<file path="src/rtl/csd_pkg.sv">
package csd_pkg;
    // register byte addresses
    localparam logic [31:0] ADDR_PLL_CONTROL_ONE = 32'hFFFFFF70;
    localparam logic [31:0] ADDR_PLL_CONTROL_TWO = 32'hFFFFFF74;
    localparam logic [31:0] ADDR_PLL_CONTROL_THREE = 32'hFFFFFF78;
    localparam logic [31:0] ADDR_DIE_IDENTITY_LOW = 32'hFFFFFF7C;
    localparam logic [31:0] ADDR_DIE_IDENTITY_HIGH = 32'hFFFFFF80;
    localparam logic [31:0] ADDR_DEVICE_IDENTITY = 32'hFFFFFF84;
    localparam logic [31:0] ADDR_EXT_CLOCK_PRESCALE_CTL = 32'hFFFFFF88;
    localparam logic [31:0] ADDR_CLOCK_DIVIDER_CTL = 32'hFFFFFF8C;
    localparam logic [31:0] ADDR_SUPERVISOR_STATE = 32'hFFFFFF90;
    localparam logic [31:0] ADDR_IRQ_STATUS = 32'hFFFFFF94;
    localparam logic [31:0] ADDR_IRQ_MASK = 32'hFFFFFF98;

    // reset values
    localparam logic [31:0] RST_PLL_CONTROL_ONE = 32'h2F025F00;
    localparam logic [31:0] RST_PLL_CONTROL_TWO = 32'h7FC07200;
    localparam logic [31:0] RST_PLL_CONTROL_THREE = 32'h00000307;
    localparam logic [31:0] RST_ZERO = 32'h00000000;

    // field layout
    localparam int PRESCALE_LSB = 0;
    localparam int PRESCALE_W = 16;
    localparam int BUS_DIV_LSB = 16;
    localparam int BUS_DIV_W = 4;
    localparam int SUP_FAIL_BIT = 0;
    localparam int SUP_LIMP_BIT = 1;
    localparam int EVT_OSC_FAIL_BIT = 0;
    localparam int EVT_W = 1;

    // axi responses
    localparam logic [1:0] RESP_OKAY = 2'h0;
    localparam logic [1:0] RESP_SLVERR = 2'h2;

    // oscillator window: rising edges counted per measuring window
    localparam int WIN_W = 8;
    localparam logic [WIN_W-1:0] WIN_LAST = 8'hFF;
    localparam logic [WIN_W-1:0] OSC_EDGES_MIN = 8'h10;
    localparam logic [WIN_W-1:0] OSC_EDGES_MAX = 8'h70;
    localparam logic [WIN_W-1:0] EDGE_SAT = 8'hFF;

    // dead time with both clock enables low during switchover
    localparam int GAP_W = 3;
    localparam logic [GAP_W-1:0] GAP_LAST = 3'h3;

    typedef enum logic [2:0] {
        CSD_SUP_OSC = 3'b001,
        CSD_SUP_GAP = 3'b010,
        CSD_SUP_LIMP = 3'b100
    } csd_sup_state_t;
endpackage

</file>
<file path="src/rtl/csd_div_if.sv">
`timescale 1ns/100ps
`default_nettype none
interface csd_div_if #(parameter int W = 4);
    logic [W-1:0] ratio;
    logic tick_in;
    logic tick_out;
    logic level;
    modport ctl (output ratio, output tick_in, input tick_out, input level);
    modport div (input ratio, input tick_in, output tick_out, output level);
endinterface
`default_nettype wire

</file>
<file path="src/rtl/csd_clock_supervision.sv">
// Overview of operation
// - an oscillator leaving its frequency window sets the failure flag and moves the clock to the internal low-power oscillator.
// - the failure flag and limp switchover hold until a power-on reset, even if the oscillator recovers.
// - the external clock output runs at the peripheral bus clock divided by N = prescale field [15:0] plus one.
// - the peripheral bus clock ratio X = 1..16 comes from bits [19:16] of the clock divider control register.
// - a read-only 64-bit die identifier is readable as a low and a high word.
// - the first two PLL control registers drive the modulated primary PLL, the third drives the secondary PLL.
// - after reset the PLL control registers hold 0x2F025F00, 0x7FC07200 and 0x00000307.
// - a read-only identification register shows device attributes including the silicon revision.
`timescale 1ns/100ps
`default_nettype none
module csd_clock_supervision #(
    parameter logic [31:0] DIE_ID_LOW = 32'h00000000,   // arbitrary, per-unit value
    parameter logic [31:0] DIE_ID_HIGH = 32'h00000000,  // arbitrary, per-unit value
    parameter logic [31:0] DEVICE_IDENTITY = 32'h00000001     // arbitrary value
) (
    input wire logic clk,
    input wire logic rst,
    input wire logic por_rst,
    input wire logic oscillator_input_pin,
    input wire logic [31:0] s_axi_awaddr,
    input wire logic [2:0] s_axi_awprot,
    input wire logic s_axi_awvalid,
    output logic s_axi_awready,
    input wire logic [31:0] s_axi_wdata,
    input wire logic [3:0] s_axi_wstrb,
    input wire logic s_axi_wvalid,
    output logic s_axi_wready,
    output logic [1:0] s_axi_bresp,
    output logic s_axi_bvalid,
    input wire logic s_axi_bready,
    input wire logic [31:0] s_axi_araddr,
    input wire logic [2:0] s_axi_arprot,
    input wire logic s_axi_arvalid,
    output logic s_axi_arready,
    output logic [31:0] s_axi_rdata,
    output logic [1:0] s_axi_rresp,
    output logic s_axi_rvalid,
    input wire logic s_axi_rready,
    output logic osc_clock_enable,
    output logic lpo_clock_enable,
    output logic osc_failure_flag,
    output logic peripheral_bus_clock_en,
    output logic external_clock_output,
    output logic [31:0] pll_control_one,
    output logic [31:0] pll_control_two,
    output logic [31:0] pll_control_three,
    output logic irq
);
    function automatic logic [31:0] csd_merge(input logic [31:0] old, input logic [31:0] data,
                                              input logic [3:0] strb);
        logic [31:0] r;
        r = old;
        for (int i = 0; i < 4; i++) begin
            if (strb[i]) begin
                r[i*8 +: 8] = data[i*8 +: 8];
            end
        end
        return r;
    endfunction

    logic any_rst;
    assign any_rst = rst || por_rst;

    // oscillator sampling and window measurement
    logic osc_s1;
    logic osc_s2;
    logic osc_s3;
    logic [csd_pkg::WIN_W-1:0] win_cnt;
    logic [csd_pkg::WIN_W-1:0] edge_cnt;
    logic win_end;
    logic win_bad;

    always_ff @(posedge clk) begin
        osc_s1 <= oscillator_input_pin;
        osc_s2 <= osc_s1;
        osc_s3 <= osc_s2;
    end

    assign win_end = (win_cnt == csd_pkg::WIN_LAST);
    assign win_bad = (edge_cnt < csd_pkg::OSC_EDGES_MIN) || (edge_cnt > csd_pkg::OSC_EDGES_MAX);

    always_ff @(posedge clk) begin
        if (any_rst || win_end) begin
            win_cnt <= '0;
        end else begin
            win_cnt <= win_cnt + 8'h01;
        end
    end

    always_ff @(posedge clk) begin
        if (any_rst || win_end) begin
            edge_cnt <= '0;
        end else if (osc_s2 && !osc_s3 && edge_cnt != csd_pkg::EDGE_SAT) begin
            edge_cnt <= edge_cnt + 8'h01;
        end
    end

    // supervisor: only power-on reset leaves limp
    csd_pkg::csd_sup_state_t sup_state;
    logic [csd_pkg::GAP_W-1:0] gap_cnt;
    logic fail_event;

    assign fail_event = (sup_state == csd_pkg::CSD_SUP_OSC) && win_end && win_bad;

    always_ff @(posedge clk) begin
        if (por_rst) begin
            sup_state <= csd_pkg::CSD_SUP_OSC;
        end else begin
            unique case (sup_state)
                csd_pkg::CSD_SUP_OSC: begin
                    if (fail_event) begin
                        sup_state <= csd_pkg::CSD_SUP_GAP;
                    end
                end
                csd_pkg::CSD_SUP_GAP: begin
                    if (gap_cnt == csd_pkg::GAP_LAST) begin
                        sup_state <= csd_pkg::CSD_SUP_LIMP;
                    end
                end
                csd_pkg::CSD_SUP_LIMP: begin
                    sup_state <= csd_pkg::CSD_SUP_LIMP;
                end
                default: begin
                    sup_state <= csd_pkg::CSD_SUP_LIMP;
                end
            endcase
        end
    end

    always_ff @(posedge clk) begin
        if (por_rst || sup_state != csd_pkg::CSD_SUP_GAP) begin
            gap_cnt <= '0;
        end else begin
            gap_cnt <= gap_cnt + 3'h1;
        end
    end

    // flag ignores warm reset so software can see why it limps
    always_ff @(posedge clk) begin
        if (por_rst) begin
            osc_failure_flag <= 1'b0;
        end else if (fail_event) begin
            osc_failure_flag <= 1'b1;
        end
    end

    // break before make: the gap lets the old clock finish its pulse
    assign osc_clock_enable = (sup_state == csd_pkg::CSD_SUP_OSC);
    assign lpo_clock_enable = (sup_state == csd_pkg::CSD_SUP_LIMP);

    // registers
    logic [31:0] ext_clock_prescale_ctl;
    logic [31:0] clock_divider_ctl;
    logic [csd_pkg::EVT_W-1:0] irq_status;
    logic [csd_pkg::EVT_W-1:0] irq_mask;

    // axi write path: address and data taken in either order
    logic aw_held;
    logic w_held;
    logic [31:0] aw_addr;
    logic [31:0] w_data;
    logic [3:0] w_strb;
    logic do_write;
    logic wr_hit;

    assign s_axi_awready = !aw_held;
    assign s_axi_wready = !w_held;
    assign do_write = aw_held && w_held && !s_axi_bvalid;

    always_comb begin
        unique case (aw_addr)
            csd_pkg::ADDR_PLL_CONTROL_ONE, csd_pkg::ADDR_PLL_CONTROL_TWO, csd_pkg::ADDR_PLL_CONTROL_THREE,
            csd_pkg::ADDR_DIE_IDENTITY_LOW, csd_pkg::ADDR_DIE_IDENTITY_HIGH, csd_pkg::ADDR_DEVICE_IDENTITY,
            csd_pkg::ADDR_EXT_CLOCK_PRESCALE_CTL, csd_pkg::ADDR_CLOCK_DIVIDER_CTL,
            csd_pkg::ADDR_SUPERVISOR_STATE, csd_pkg::ADDR_IRQ_STATUS, csd_pkg::ADDR_IRQ_MASK: begin
                wr_hit = 1'b1;
            end
            default: begin
                wr_hit = 1'b0;
            end
        endcase
    end

    always_ff @(posedge clk) begin
        if (any_rst) begin
            aw_held <= 1'b0;
            aw_addr <= csd_pkg::RST_ZERO;
        end else if (s_axi_awvalid && !aw_held) begin
            aw_held <= 1'b1;
            aw_addr <= s_axi_awaddr;
        end else if (do_write) begin
            aw_held <= 1'b0;
        end
    end

    always_ff @(posedge clk) begin
        if (any_rst) begin
            w_held <= 1'b0;
            w_data <= csd_pkg::RST_ZERO;
            w_strb <= 4'h0;
        end else if (s_axi_wvalid && !w_held) begin
            w_held <= 1'b1;
            w_data <= s_axi_wdata;
            w_strb <= s_axi_wstrb;
        end else if (do_write) begin
            w_held <= 1'b0;
        end
    end

    always_ff @(posedge clk) begin
        if (any_rst) begin
            s_axi_bvalid <= 1'b0;
            s_axi_bresp <= csd_pkg::RESP_OKAY;
        end else if (do_write) begin
            s_axi_bvalid <= 1'b1;
            s_axi_bresp <= wr_hit ? csd_pkg::RESP_OKAY : csd_pkg::RESP_SLVERR;
        end else if (s_axi_bready) begin
            s_axi_bvalid <= 1'b0;
        end
    end

    always_ff @(posedge clk) begin
        if (any_rst) begin
            pll_control_one <= csd_pkg::RST_PLL_CONTROL_ONE;
            pll_control_two <= csd_pkg::RST_PLL_CONTROL_TWO;
            pll_control_three <= csd_pkg::RST_PLL_CONTROL_THREE;
            ext_clock_prescale_ctl <= csd_pkg::RST_ZERO;
            clock_divider_ctl <= csd_pkg::RST_ZERO;
            irq_mask <= '0;
        end else if (do_write) begin
            unique case (aw_addr)
                csd_pkg::ADDR_PLL_CONTROL_ONE: begin
                    pll_control_one <= csd_merge(pll_control_one, w_data, w_strb);
                end
                csd_pkg::ADDR_PLL_CONTROL_TWO: begin
                    pll_control_two <= csd_merge(pll_control_two, w_data, w_strb);
                end
                csd_pkg::ADDR_PLL_CONTROL_THREE: begin
                    pll_control_three <= csd_merge(pll_control_three, w_data, w_strb);
                end
                csd_pkg::ADDR_EXT_CLOCK_PRESCALE_CTL: begin
                    ext_clock_prescale_ctl <= csd_merge(ext_clock_prescale_ctl, w_data, w_strb);
                end
                csd_pkg::ADDR_CLOCK_DIVIDER_CTL: begin
                    clock_divider_ctl <= csd_merge(clock_divider_ctl, w_data, w_strb);
                end
                csd_pkg::ADDR_IRQ_MASK: begin
                    if (w_strb[0]) begin
                        irq_mask <= w_data[csd_pkg::EVT_W-1:0];
                    end
                end
                default: begin
                    irq_mask <= irq_mask;
                end
            endcase
        end
    end

    // axi read path
    logic [31:0] rd_word;
    logic rd_hit;
    logic rd_fire;

    assign s_axi_arready = !s_axi_rvalid;
    assign rd_fire = s_axi_arvalid && !s_axi_rvalid;

    always_comb begin
        rd_word = csd_pkg::RST_ZERO;
        rd_hit = 1'b1;
        unique case (s_axi_araddr)
            csd_pkg::ADDR_PLL_CONTROL_ONE: rd_word = pll_control_one;
            csd_pkg::ADDR_PLL_CONTROL_TWO: rd_word = pll_control_two;
            csd_pkg::ADDR_PLL_CONTROL_THREE: rd_word = pll_control_three;
            csd_pkg::ADDR_DIE_IDENTITY_LOW: rd_word = DIE_ID_LOW;
            csd_pkg::ADDR_DIE_IDENTITY_HIGH: rd_word = DIE_ID_HIGH;
            csd_pkg::ADDR_DEVICE_IDENTITY: rd_word = DEVICE_IDENTITY;
            csd_pkg::ADDR_EXT_CLOCK_PRESCALE_CTL: rd_word = ext_clock_prescale_ctl;
            csd_pkg::ADDR_CLOCK_DIVIDER_CTL: rd_word = clock_divider_ctl;
            csd_pkg::ADDR_SUPERVISOR_STATE: begin
                rd_word[csd_pkg::SUP_FAIL_BIT] = osc_failure_flag;
                rd_word[csd_pkg::SUP_LIMP_BIT] = lpo_clock_enable;
            end
            csd_pkg::ADDR_IRQ_STATUS: rd_word[csd_pkg::EVT_W-1:0] = irq_status;
            csd_pkg::ADDR_IRQ_MASK: rd_word[csd_pkg::EVT_W-1:0] = irq_mask;
            default: rd_hit = 1'b0;
        endcase
    end

    always_ff @(posedge clk) begin
        if (any_rst) begin
            s_axi_rvalid <= 1'b0;
            s_axi_rdata <= csd_pkg::RST_ZERO;
            s_axi_rresp <= csd_pkg::RESP_OKAY;
        end else if (rd_fire) begin
            s_axi_rvalid <= 1'b1;
            s_axi_rdata <= rd_word;
            s_axi_rresp <= rd_hit ? csd_pkg::RESP_OKAY : csd_pkg::RESP_SLVERR;
        end else if (s_axi_rready) begin
            s_axi_rvalid <= 1'b0;
        end
    end

    // read clears status; a failure in the same cycle wins
    always_ff @(posedge clk) begin
        if (any_rst) begin
            irq_status <= '0;
        end else if (fail_event) begin
            irq_status[csd_pkg::EVT_OSC_FAIL_BIT] <= 1'b1;
        end else if (rd_fire && s_axi_araddr == csd_pkg::ADDR_IRQ_STATUS) begin
            irq_status <= '0;
        end
    end

    assign irq = |(irq_status & irq_mask);

    // clock dividers
    csd_div_if #(.W(csd_pkg::BUS_DIV_W)) bus_div ();
    csd_div_if #(.W(csd_pkg::PRESCALE_W)) ecp_div ();

    assign bus_div.ratio = clock_divider_ctl[csd_pkg::BUS_DIV_LSB +: csd_pkg::BUS_DIV_W];
    assign bus_div.tick_in = 1'b1;
    assign ecp_div.ratio = ext_clock_prescale_ctl[csd_pkg::PRESCALE_LSB +: csd_pkg::PRESCALE_W];
    assign ecp_div.tick_in = bus_div.tick_out;
    assign peripheral_bus_clock_en = bus_div.tick_out;
    assign external_clock_output = ecp_div.level;

    csd_divider #(.W(csd_pkg::BUS_DIV_W)) u_bus_div (
        .clk(clk),
        .rst(any_rst),
        .d(bus_div.div)
    );

    csd_divider #(.W(csd_pkg::PRESCALE_W)) u_ecp_div (
        .clk(clk),
        .rst(any_rst),
        .d(ecp_div.div)
    );
endmodule
`default_nettype wire

</file>
<file path="src/rtl/csd_divider.sv">
`timescale 1ns/100ps
`default_nettype none
module csd_divider #(parameter int W = 4) (
    input wire logic clk,
    input wire logic rst,
    csd_div_if.div d
);
    logic [W-1:0] cnt;
    logic [W-1:0] next_cnt;

    // ratio holds divide value minus one; a shrunk ratio wraps at once
    always_comb begin
        if (cnt >= d.ratio) begin
            next_cnt = '0;
        end else begin
            next_cnt = cnt + {{(W-1){1'b0}}, 1'b1};
        end
    end

    always_ff @(posedge clk) begin
        if (rst) begin
            cnt <= '0;
        end else if (d.tick_in) begin
            cnt <= next_cnt;
        end
    end

    always_ff @(posedge clk) begin
        if (rst) begin
            d.tick_out <= 1'b0;
        end else begin
            d.tick_out <= d.tick_in && (cnt >= d.ratio);
        end
    end

    // high for the first half of the period; divide by one stays high
    always_ff @(posedge clk) begin
        if (rst) begin
            d.level <= 1'b0;
        end else if (d.tick_in) begin
            d.level <= next_cnt <= {1'b0, d.ratio[W-1:1]};
        end
    end
endmodule
`default_nettype wire

</file>
<file path="config.mk">
export PLATFORM = sky130hd
export DESIGN_NAME = csd_clock_supervision
export DESIGN_NICKNAME = d
export VERILOG_FILES = /design/src/rtl/csd_pkg.sv /design/src/rtl/csd_div_if.sv /design/src/rtl/csd_clock_supervision.sv /design/src/rtl/csd_divider.sv
export SDC_FILE = /design/constraint.sdc
export NUM_CORES = 1
export LEC_CHECK = 0
export BUFFER_PORTS_ARGS = -buffer_cell sky130_fd_sc_hd__buf_4
export CELL_PAD_IN_SITES_DETAIL_PLACEMENT = 1
export CELL_PAD_IN_SITES_GLOBAL_PLACEMENT = 2
export CORE_UTILIZATION = 37
export CTS_CLUSTER_DIAMETER = 100
export DETAILED_ROUTE_END_ITERATION = 10
export PLACE_DENSITY_LB_ADDON = 0.2
export SETUP_SLACK_MARGIN = 0.5
export SLEW_MARGIN = 30
export SYNTH_ARGS = -nofsm -noshare
export SYNTH_HDL_FRONTEND = slang
export SYNTH_SLANG_ARGS = --single-unit
export TNS_END_PERCENT = 5
</file>
<file path="constraint.sdc">
create_clock -name clk -period 8.3 [get_ports clk]
set_clock_uncertainty 0.1 [all_clocks]
set_input_delay 1.66 -clock clk [delete_from_list [all_inputs] [get_ports clk]]
set_output_delay 1.66 -clock clk [all_outputs]
set_load 0.02 [all_outputs]
</file>
== Yosys cells after proc, flatten, opt, wreduce, memory -nomap -nowiden ==
Index checks and enable logic that the tools add are counted.

* Bits in registers: 318
* Input port bits: 115
* Output and inout bits: 143
* Word-level logic and storage cells: 155

* Add/subtract/negate cells: 5
* Magnitude comparators: 5
* Eq/ne operators: 31
* Muxes and demuxes: 20
* Bitwise gates (word level): 1
* Reductions and logical operators: 49

{| class="wikitable"
|+ Operators with widths
! cell !! count
|-
| $eq 32x32->1 const B || 22
|-
| $pmux 30 s5 || 1
|-
| $reduce_and 3->1 || 21
|-
| $reduce_or 11->1 || 2
|-
| $add 16x1->16 const B || 1
|-
| $add 8x1->8 const B || 2
|-
| $ge 16x16->1 || 1
|-
| $le 16x15->1 || 1
|-
| $mux 16 || 1
|-
| $mux 1 || 11
|-
| $logic_and 1x1->1 || 10
|-
| $reduce_bool 2->1 || 5
|-
| $pmux 1 s9 || 1
|-
| $eq 8x8->1 const B || 1
|-
| $gt 8x7->1 const B || 1
|-
| $lt 8x5->1 const B || 1
|-
| $ne 8x8->1 const B || 1
|-
| $eq 3x2->1 const B || 2
|-
| $mux 3 || 2
|-
| $pmux 1 s6 || 1
|-
| $pmux 3 s2 || 1
|-
| $logic_not 1->1 || 5
|-
| $add 4x1->4 const B || 1
|-
| $ge 4x4->1 || 1
|-
| other kinds (11) || 15
|}

== Logic depth before layout (Yosys ltp) ==
Gate-level depths: netlist of the first run.

* Depth after elaboration: 5
* Gate-level depth with buffers: 15

== Cells and area by module ==
A second synthesis of the first run with hierarchy kept.

* Cell total of the unflattened synthesis: 1,723
* Area, all modules: 14,450.1 um^2

{| class="wikitable"
|+ By module, submodules not included
! module !! instances !! cells each !! area each (um^2) !! sequential area each (um^2)
|-
| csd_clock_supervision || 1 || 1,440 || 12,077.8 || 5,885.6
|-
| csd_divider (u_ecp_div) || 1 || 231 || 1,913.1 || 360.3
|-
| csd_divider (u_bus_div) || 1 || 52 || 459.2 || 120.1
|}

== Worst setup path before layout of the first run ==
No wires, ideal clock.

* Path kind: in2reg
* Start point: input port s_axi_arvalid
* End point: register s_axi_rdata[21]
* Arrival: 3.198 ns
* Data required time: 8.135 ns
* Slack: 4.937 ns
* Cell stages on the path: 7
* Buffers on the path: 2
* Cells stage by stage: nand2b_1 > clkbuf_1 > or4_1 > nor4_4 > buf_2 > a22oi_1 > nor2_1

* Cells in the longest elaborated chain, start to end: 1

{| class="wikitable"
|+ RTL lines
! element !! line !! RTL
|-
| start, declared || csd_clock_supervision.sv:34 || <nowiki>input wire logic s_axi_arvalid,</nowiki>
|-
| $logic_and 1x1->1 || csd_clock_supervision.sv:266 || <nowiki>assign rd_fire = s_axi_arvalid && !s_axi_rvalid;</nowiki>
|-
| end signal, assigned || csd_clock_supervision.sv:293 || <nowiki>s_axi_rdata <= csd_pkg::RST_ZERO;</nowiki>
|-
| end signal, assigned || csd_clock_supervision.sv:297 || <nowiki>s_axi_rdata <= rd_word;</nowiki>
|-
| end, declared || csd_clock_supervision.sv:36 || <nowiki>output logic [31:0] s_axi_rdata,</nowiki>
|}

No other way between the ends.
A chain may end at the register's enable or synchronous reset.

== Final worst setup path of the first run ==
* Start point: register u_ecp_div.cnt[0]
* End point: register u_ecp_div.d.level

* Cells in the longest elaborated chain, start to end: 3
* Elaborated cells between the ends (all ways): 4
* Those cells by class: add/sub: 1; order compare: 2; mux: 1

{| class="wikitable"
|+ RTL lines
! element !! line !! RTL
|-
| start, declared || csd_divider.sv:8 || <nowiki>logic [W-1:0] cnt;</nowiki>
|-
| start signal, assigned || csd_divider.sv:24 || <nowiki>cnt <= next_cnt;</nowiki>
|-
| $add 16x1->16 or $ge 16x16->1 (tied branches) || - ||
|-
| $mux 16 (*) || csd_divider.sv:13 || <nowiki>if (cnt >= d.ratio) begin</nowiki>
|-
| via u_ecp_div.next_cnt[1] || csd_divider.sv:9 || <nowiki>logic [W-1:0] next_cnt;</nowiki>
|-
| $le 16x15->1 (*) || csd_divider.sv:41 || <nowiki>d.level <= next_cnt <= {1'b0, d.ratio[W-1:1]};</nowiki>
|-
| end signal, assigned || csd_divider.sv:41 ||
|-
| end, declared || csd_div_if.sv:9 || <nowiki>modport div (input ratio, input tick_in, output tick_out, output level);</nowiki>
|}

Mark *: on every way through the listed nets, which the timed path passes. The rest lies on a longest branch.

==> results.yml, run 1 <==
setup_path:
  r2r_cells: 15
  cp-start-kind: "flop"
  cp-end-kind: "flop"
  critPathRequiredTime_ns: 8.65
  crit_type: "reg -> reg"
  cp_data_arrival_time_ns: 4.14
  cp_max_fo: 15
routing:
  drt-initial-drc-count: 460
  via_per_inst: 5.28
  drtPass1Iterations: 5
  vias: 12184
  drc_errors: 0
  wirelength_mm: 46.0
  wire_per_inst_um: 20.0
  ant_nets: 0
power:
  power.density_nw_per_um2: 192
  power_leakage_uw: 0.00805
  peakVddDrop_mv: 0.108
synthesis:
  synth_mux_area_frac: 0.140
  ys.flop_type: "dfxtp_1"
  synth-async-reset-ratio: 0
  synthCells: 1553
  synth_top_family_by_area: "simple AND/OR/NAND/NOR gates"
  syn_area_per_cell_sq_um: 9.14
  syn_area_sq_um: 14200
  ys_seq_elements: 316
  synthXorXnorAreaFrac: 0.0160
  synth-compound-area-share: 0.116
  yosys_warnings: 0
  yosysSeqAreaShare: 0.446
  synthAdderAreaFrac: 0.0370
  synth-simple-area-share: 0.210
  synth_cell_type_count: 57
  synth-edff-count: 0
clock_tree:
  h-tree-depth: 2
  cts_hold_buf: 0
  cts_num_sinks: 316
  cts_tree: "yes"
  post_cts_buffers: 0
  clk_pin_slew_ns: 0.06
  clkLatencyLatePin_ns: 0.53
  clock-root-buffer: "clkbuf_16"
  numCtsBuffers: 38
  clockBufferDepth: 3
  cts_resized: 0
sta:
  tightest_slew_ns: 1.04
  fin_crit_sh: 0.457
  maxSlewHeadroom: 0.307
  setup_ws_ns: 4.51
  max_clock_freq_ghz: 0.264
  finalSetupTns_ns: 0
  finalSetupViolCount: 0
  slew_violations: 0
  finalHoldViolCount: 0
  rsz0062_at_grt: "false"
  fin_crit_ns: 3.79
die:
  fp.dieH_um: 198
  initial_core_util: 0.377
  fp.dieArea_sq_um: 39100
  rows: 71
  num_io_pins: 258
  fp.dieW_um: 198
  core_area_sq_um: 37700
layout:
  nets: 1924
  diodes: 0
  area_growth_pct: 25.5
  fillers: 4383
  post-route-util: 0.473
  layout_commonest_cell: "dfxtp_1"
  drive_gt1_frac: 0.221
  mostFrequentLayoutCells: "316 x dfxtp_1, 264 x buf_4, 222 x nor2_1"
placement:
  hpwl_mm: 30.3
  io_buffers: 249
  place.gp.congestion: 0.788
  dpl_worst_slack_ns: 4.12
global_route:
  grt_max_degree: 199
  grt_use_total: 0.235
  antenna_found_initial: 0
  grt_pass1_wl_mm: 71.8
  grt_overflow: 0
  grt_pass1_vias: 12591
run:
  cap_violations: 0
hold_path:
  hp-class: "reg -> reg"
  min_delay_path_depth: 0
run_status:
  outcome: "complete, no violations"
metrics by stage:
stage               total power (uW)  cell area, sq um  hold slack [ns]  std cells
floorplan                       1660             14200            0.210       1554
global placement                1740             16500            0.218       2238
global route                    3550             17800            0.250       2307
finish                          3430             17800            0.235       2307
CTS                             3470             17800            0.240       2307
detailed placement              1750             16500            0.218       2238
kinds of logic after synthesis:
family / Yosys count
adder cells (fa/ha/maj): 42
flip-flops: 316
AO/OA/AOI/OAI: 264
XOR/XNOR: 26
other: 1
multiplexers: 194
AND/OR/NAND/NOR: 584
buffers and inverters: 126
metal layers:
metal,GRT usage,up-vias,share of wire
li1,-,5882,-
met1,0.306,5968,0.45
met3,0.0516,64,0.058
met2,0.391,270,0.47
met4,0.0637,0,0.020
met5,0,-,0
synthesized netlist by cell type (3+ instances only):
| library cell | instances | area share |
|---|---|---|
| ha_1 | 42 | 0.037 |
| and3_1 | 9 | 0.0040 |
| nor2_1 | 223 | 0.059 |
| and4_1 | 4 | 0.0025 |
| xnor2_1 | 13 | 0.0080 |
| nand3_1 | 28 | 0.0099 |
| buf_1 | 7 | 0.0019 |
| nor3_1 | 10 | 0.0035 |
| o21ai_0 | 43 | 0.015 |
| nand4_1 | 23 | 0.010 |
| a31oi_1 | 14 | 0.0062 |
| nor3b_1 | 3 | 0.0016 |
| o21a_1 | 4 | 0.0021 |
| nor3b_2 | 3 | 0.0026 |
| buf_2 | 5 | 0.0018 |
| nand4_4 | 18 | 0.027 |
| and2_1 | 7 | 0.0031 |
| nand3b_1 | 8 | 0.0042 |
| mux2i_1 | 163 | 0.11 |
| a22oi_1 | 93 | 0.049 |
| clkbuf_1 | 76 | 0.020 |
| nor2b_1 | 5 | 0.0022 |
| a21oi_1 | 89 | 0.031 |
| a21o_1 | 8 | 0.0042 |
| nand2_1 | 190 | 0.050 |
| nand2b_1 | 24 | 0.011 |
| dfxtp_1 | 316 | 0.45 |
| nand4b_1 | 8 | 0.0049 |
| inv_1 | 34 | 0.0090 |
| xor2_1 | 13 | 0.0080 |
| mux2_2 | 31 | 0.025 |
final cells by class:
type,count,area (sq um),share of cell area
clock buffers,59,1200,0.0676
clock inverters,10,104,0.00583
inverters,34,128,0.00716
multi-input cells,1112,7410,0.416
flip-flops and latches,316,6330,0.355
well taps,511,639,0.0359
repair buffers,265,2000,0.112
state kept, by name, indices dropped and copies added (netlist names), 3 cells and up:
register and cells:
aw_addr 32, clock_divider_ctl 32, edge_cnt 8, ext_clock_prescale_ctl 32, gap_cnt 3, pll_control_one 32, pll_control_three 32, pll_control_two 32
s_axi_rdata 32, sup_state 3, u_bus_div.cnt 4, u_ecp_div.cnt 16, w_data 32, w_strb 4, win_cnt 8
power by group:
group | internal (uW) | switching (uW)
Combinational | 62.5 | 99.4
Sequential | 1530 | 17.9
Clock | 1060 | 658
path summary, 6_finish.rpt:
path	from	endpoint	slack (ns)
worst max register to register	u_ecp_div.cnt[0]$_SDFFE_PP0P_	u_ecp_div.d.level$_SDFFE_PP0P_	4.51
worst max-delay path	u_ecp_div.cnt[0]$_SDFFE_PP0P_	u_ecp_div.d.level$_SDFFE_PP0P_	4.51
worst min-delay path	osc_s1$_DFF_P_	osc_s2$_DFF_P_	0.24
worst min register to register	osc_s1$_DFF_P_	osc_s2$_DFF_P_	0.24
critical path, cell delays in order, from the launching register on:
cell	delay, ns
dfxtp_1	0.40
inv_1	0.11
ha_1	0.27
nand2b_1	0.15
a2111oi_0	0.46
o21ai_0	0.28
a21oi_1	0.26
buf_4	0.25
and2_1	0.16
ha_1	0.23
nor2b_1	0.13
o21a_1	0.16
o21a_1	0.16
o21ai_0	0.18
a311oi_1	0.16
nor3_1	0.22
Note: power is estimated with default switching activity, not from simulation.
==> run 2: changes to the inputs <==
Settings changed: CORE_UTILIZATION 37 to 31.
Clock period 8.3 ns to 3.2 ns, I/O delays scaled along.
==> run 2 against run 1 <==
  * The flow now finishes with violations (design-rule violations)
  * Combinational power grew to 2.7 times the previous value
  * Sequential share of layout area shrank 1.5 points
  * Power grew to 2.6 times the previous value
==> results.yml, run 2 (synthesized netlist as in run 1, its figures left out) <==
clock_tree:
  cts_hold_buf: 0
  clock-root-buffer: "clkbuf_16"
  clockBufferDepth: 3
  cts_tree: "yes"
  h-tree-depth: 2
  cts_num_sinks: 316
  numCtsBuffers: 39
  clkLatencyLatePin_ns: 0.55
  clk_pin_slew_ns: 0.06
routing:
  ant_nets: 0
  wire_per_inst_um: 20.1
  drtPass1Iterations: 8
  drt-initial-drc-count: 472
  wirelength_mm: 49.2
  vias: 12371
  drc_errors: 1
  via_per_inst: 5.06
setup_path:
  critPathRequiredTime_ns: 3.51
  cp_data_arrival_time_ns: 3.39
  cp-end-kind: "flop"
  cp-start-kind: "flop"
  crit_type: "reg -> reg"
  cp_max_fo: 10
power:
  peakVddDrop_mv: 0.309
  power.density_nw_per_um2: 485
  p_switching_uw: 2070
  power_leakage_uw: 0.00839
  seqPwrFrac: 0.443
  clkPwrFrac: 0.509
  power_uw: 9070
  comb_power_share: 0.048
  p_int_uw: 7010
  p_sw_frac: 0.228
hold_path:
  hp-class: "in -> reg"
placement:
  io_buffers: 249
  hpwl_mm: 32.4
  dpl_worst_slack_ns: -0.0485
  place.gp.congestion: 0.801
die:
  fp.dieArea_sq_um: 46600
  fp.dieW_um: 216
  fp.dieH_um: 216
  initial_core_util: 0.313
  num_io_pins: 258
  core_area_sq_um: 45300
  rows: 78
run:
  cap_violations: 0
layout:
  drive_gt1_frac: 0.268
  area_growth_pct: 31.7
  mostFrequentLayoutCells: "298 x dfxtp_1, 297 x buf_4, 221 x nor2_1"
  post-route-util: 0.413
  diodes: 0
  layout_commonest_cell: "dfxtp_1"
  nets: 1970
run_status:
  outcome: "finished, violations left"
  violations: "design-rule violations"
sta:
  rsz0062_at_grt: "true"
  max_clock_freq_ghz: 0.325
  fin_crit_sh: 0.961
  finalSetupViolCount: 0
  finalHoldViolCount: 0
  fin_crit_ns: 3.07
  slew_violations: 0
  setup_ws_ns: 0.125
  finalSetupTns_ns: 0
  tightest_slew_ns: 0.660
  maxSlewHeadroom: 0.558
  whs_ns: 0.0978
global_route:
  grt_pass1_vias: 12750
  antenna_found_initial: 0
  grt_use_total: 0.208
  grtUsageMet2: 0.331
  grt_util_met3: 0.0540
  top_usage_layer: "met2"
  grt_overflow: 0
  grt_pass1_wl_mm: 75.3
  use_met1: 0.275
  grt_max_degree: 98
[run 2: cell count changes in the layout (fill, tap and decap cells not counted), moves of 7 or more]
cell / previous run / this run
inv_2: 0 / 7
dfxtp_2: 0 / 16
buf_4: 264 / 297
inv_1: 34 / 27
dfxtp_1: 316 / 298
buf_12: 1 / 11
ha_4: 0 / 8
ha_1: 42 / 33
[run 2: final timing paths]
kind	startpoint	end	slack, ns	cells past startpoint
max	ext_clock_prescale_ctl[15]$_SDFFE_PP0P_	u_ecp_div.cnt[10]$_SDFFE_PP0P_	0.13	17
min	oscillator_input_pin	osc_s1$_DFF_P_	0.1	1
min reg2reg	osc_s1$_DFF_P_	osc_s2$_DFF_P_	0.23	0
max reg2reg	ext_clock_prescale_ctl[15]$_SDFFE_PP0P_	u_ecp_div.cnt[10]$_SDFFE_PP0P_	0.13	17
[run 2: repair_timing]
| action | in CTS | in global routing |
|---|---|---|
| pin swaps | 13 | 9 |
| setup endpoints to repair | 2 | 22 |
| setup buffers | 17 | 5 |
| gates resized for setup | 25 | 22 |
| cloned | 2 | 0 |
[run 2: cell type report]
type,count,area [sq um]
repair buffers,309,2480
flip-flops and latches,316,6350
well taps,600,751
clock buffers,62,1220
inverters,34,128
fillers,5163,26600
multi-input cells,1113,7640
clock inverters,9,125
[run 2: stage by stage]
stage               instances  area, sq um
finish                   2443        18700
global route             2443        18700
CTS                      2438        18600
detailed placement       2348        16900
global placement         2348        16900
floorplan                1554        14300
[run 2: power groups by stage]
| stage | Clock, uW | Combinational, uW | Sequential (uW) |
|---|---|---|---|
| 2_1_floorplan | 0 | 214 | 4090 |
| 3_5_place_dp | 0 | 447 | 4100 |
| 5_1_grt | 4920 | 480 | 4020 |
| 6_report | 4610 | 440 | 4020 |
| 3_3_place_gp | 0 | 442 | 4100 |
| 4_1_cts | 4750 | 448 | 4020 |
[run 2: critical path: stages (launching register included)]
cell,delay [ns]
dfxtp_2,0.35
inv_2,0.06
ha_4,0.27
nand4_1,0.13
buf_4,0.19
nor4_4,0.34
a21oi_2,0.14
buf_4,0.17
buf_4,0.13
buf_4,0.12
buf_4,0.12
buf_4,0.12
buf_4,0.12
buf_4,0.12
buf_4,0.14
buf_16,0.14
o21ai_0,0.07
a21oi_1,0.09
[run 2: routing by layer]
layer  up-vias  routed length, um
li1       5968                  -
met1      6060              22500
met2       275              22500
met3        68               3100
met4         0               1100
met5         -                  0
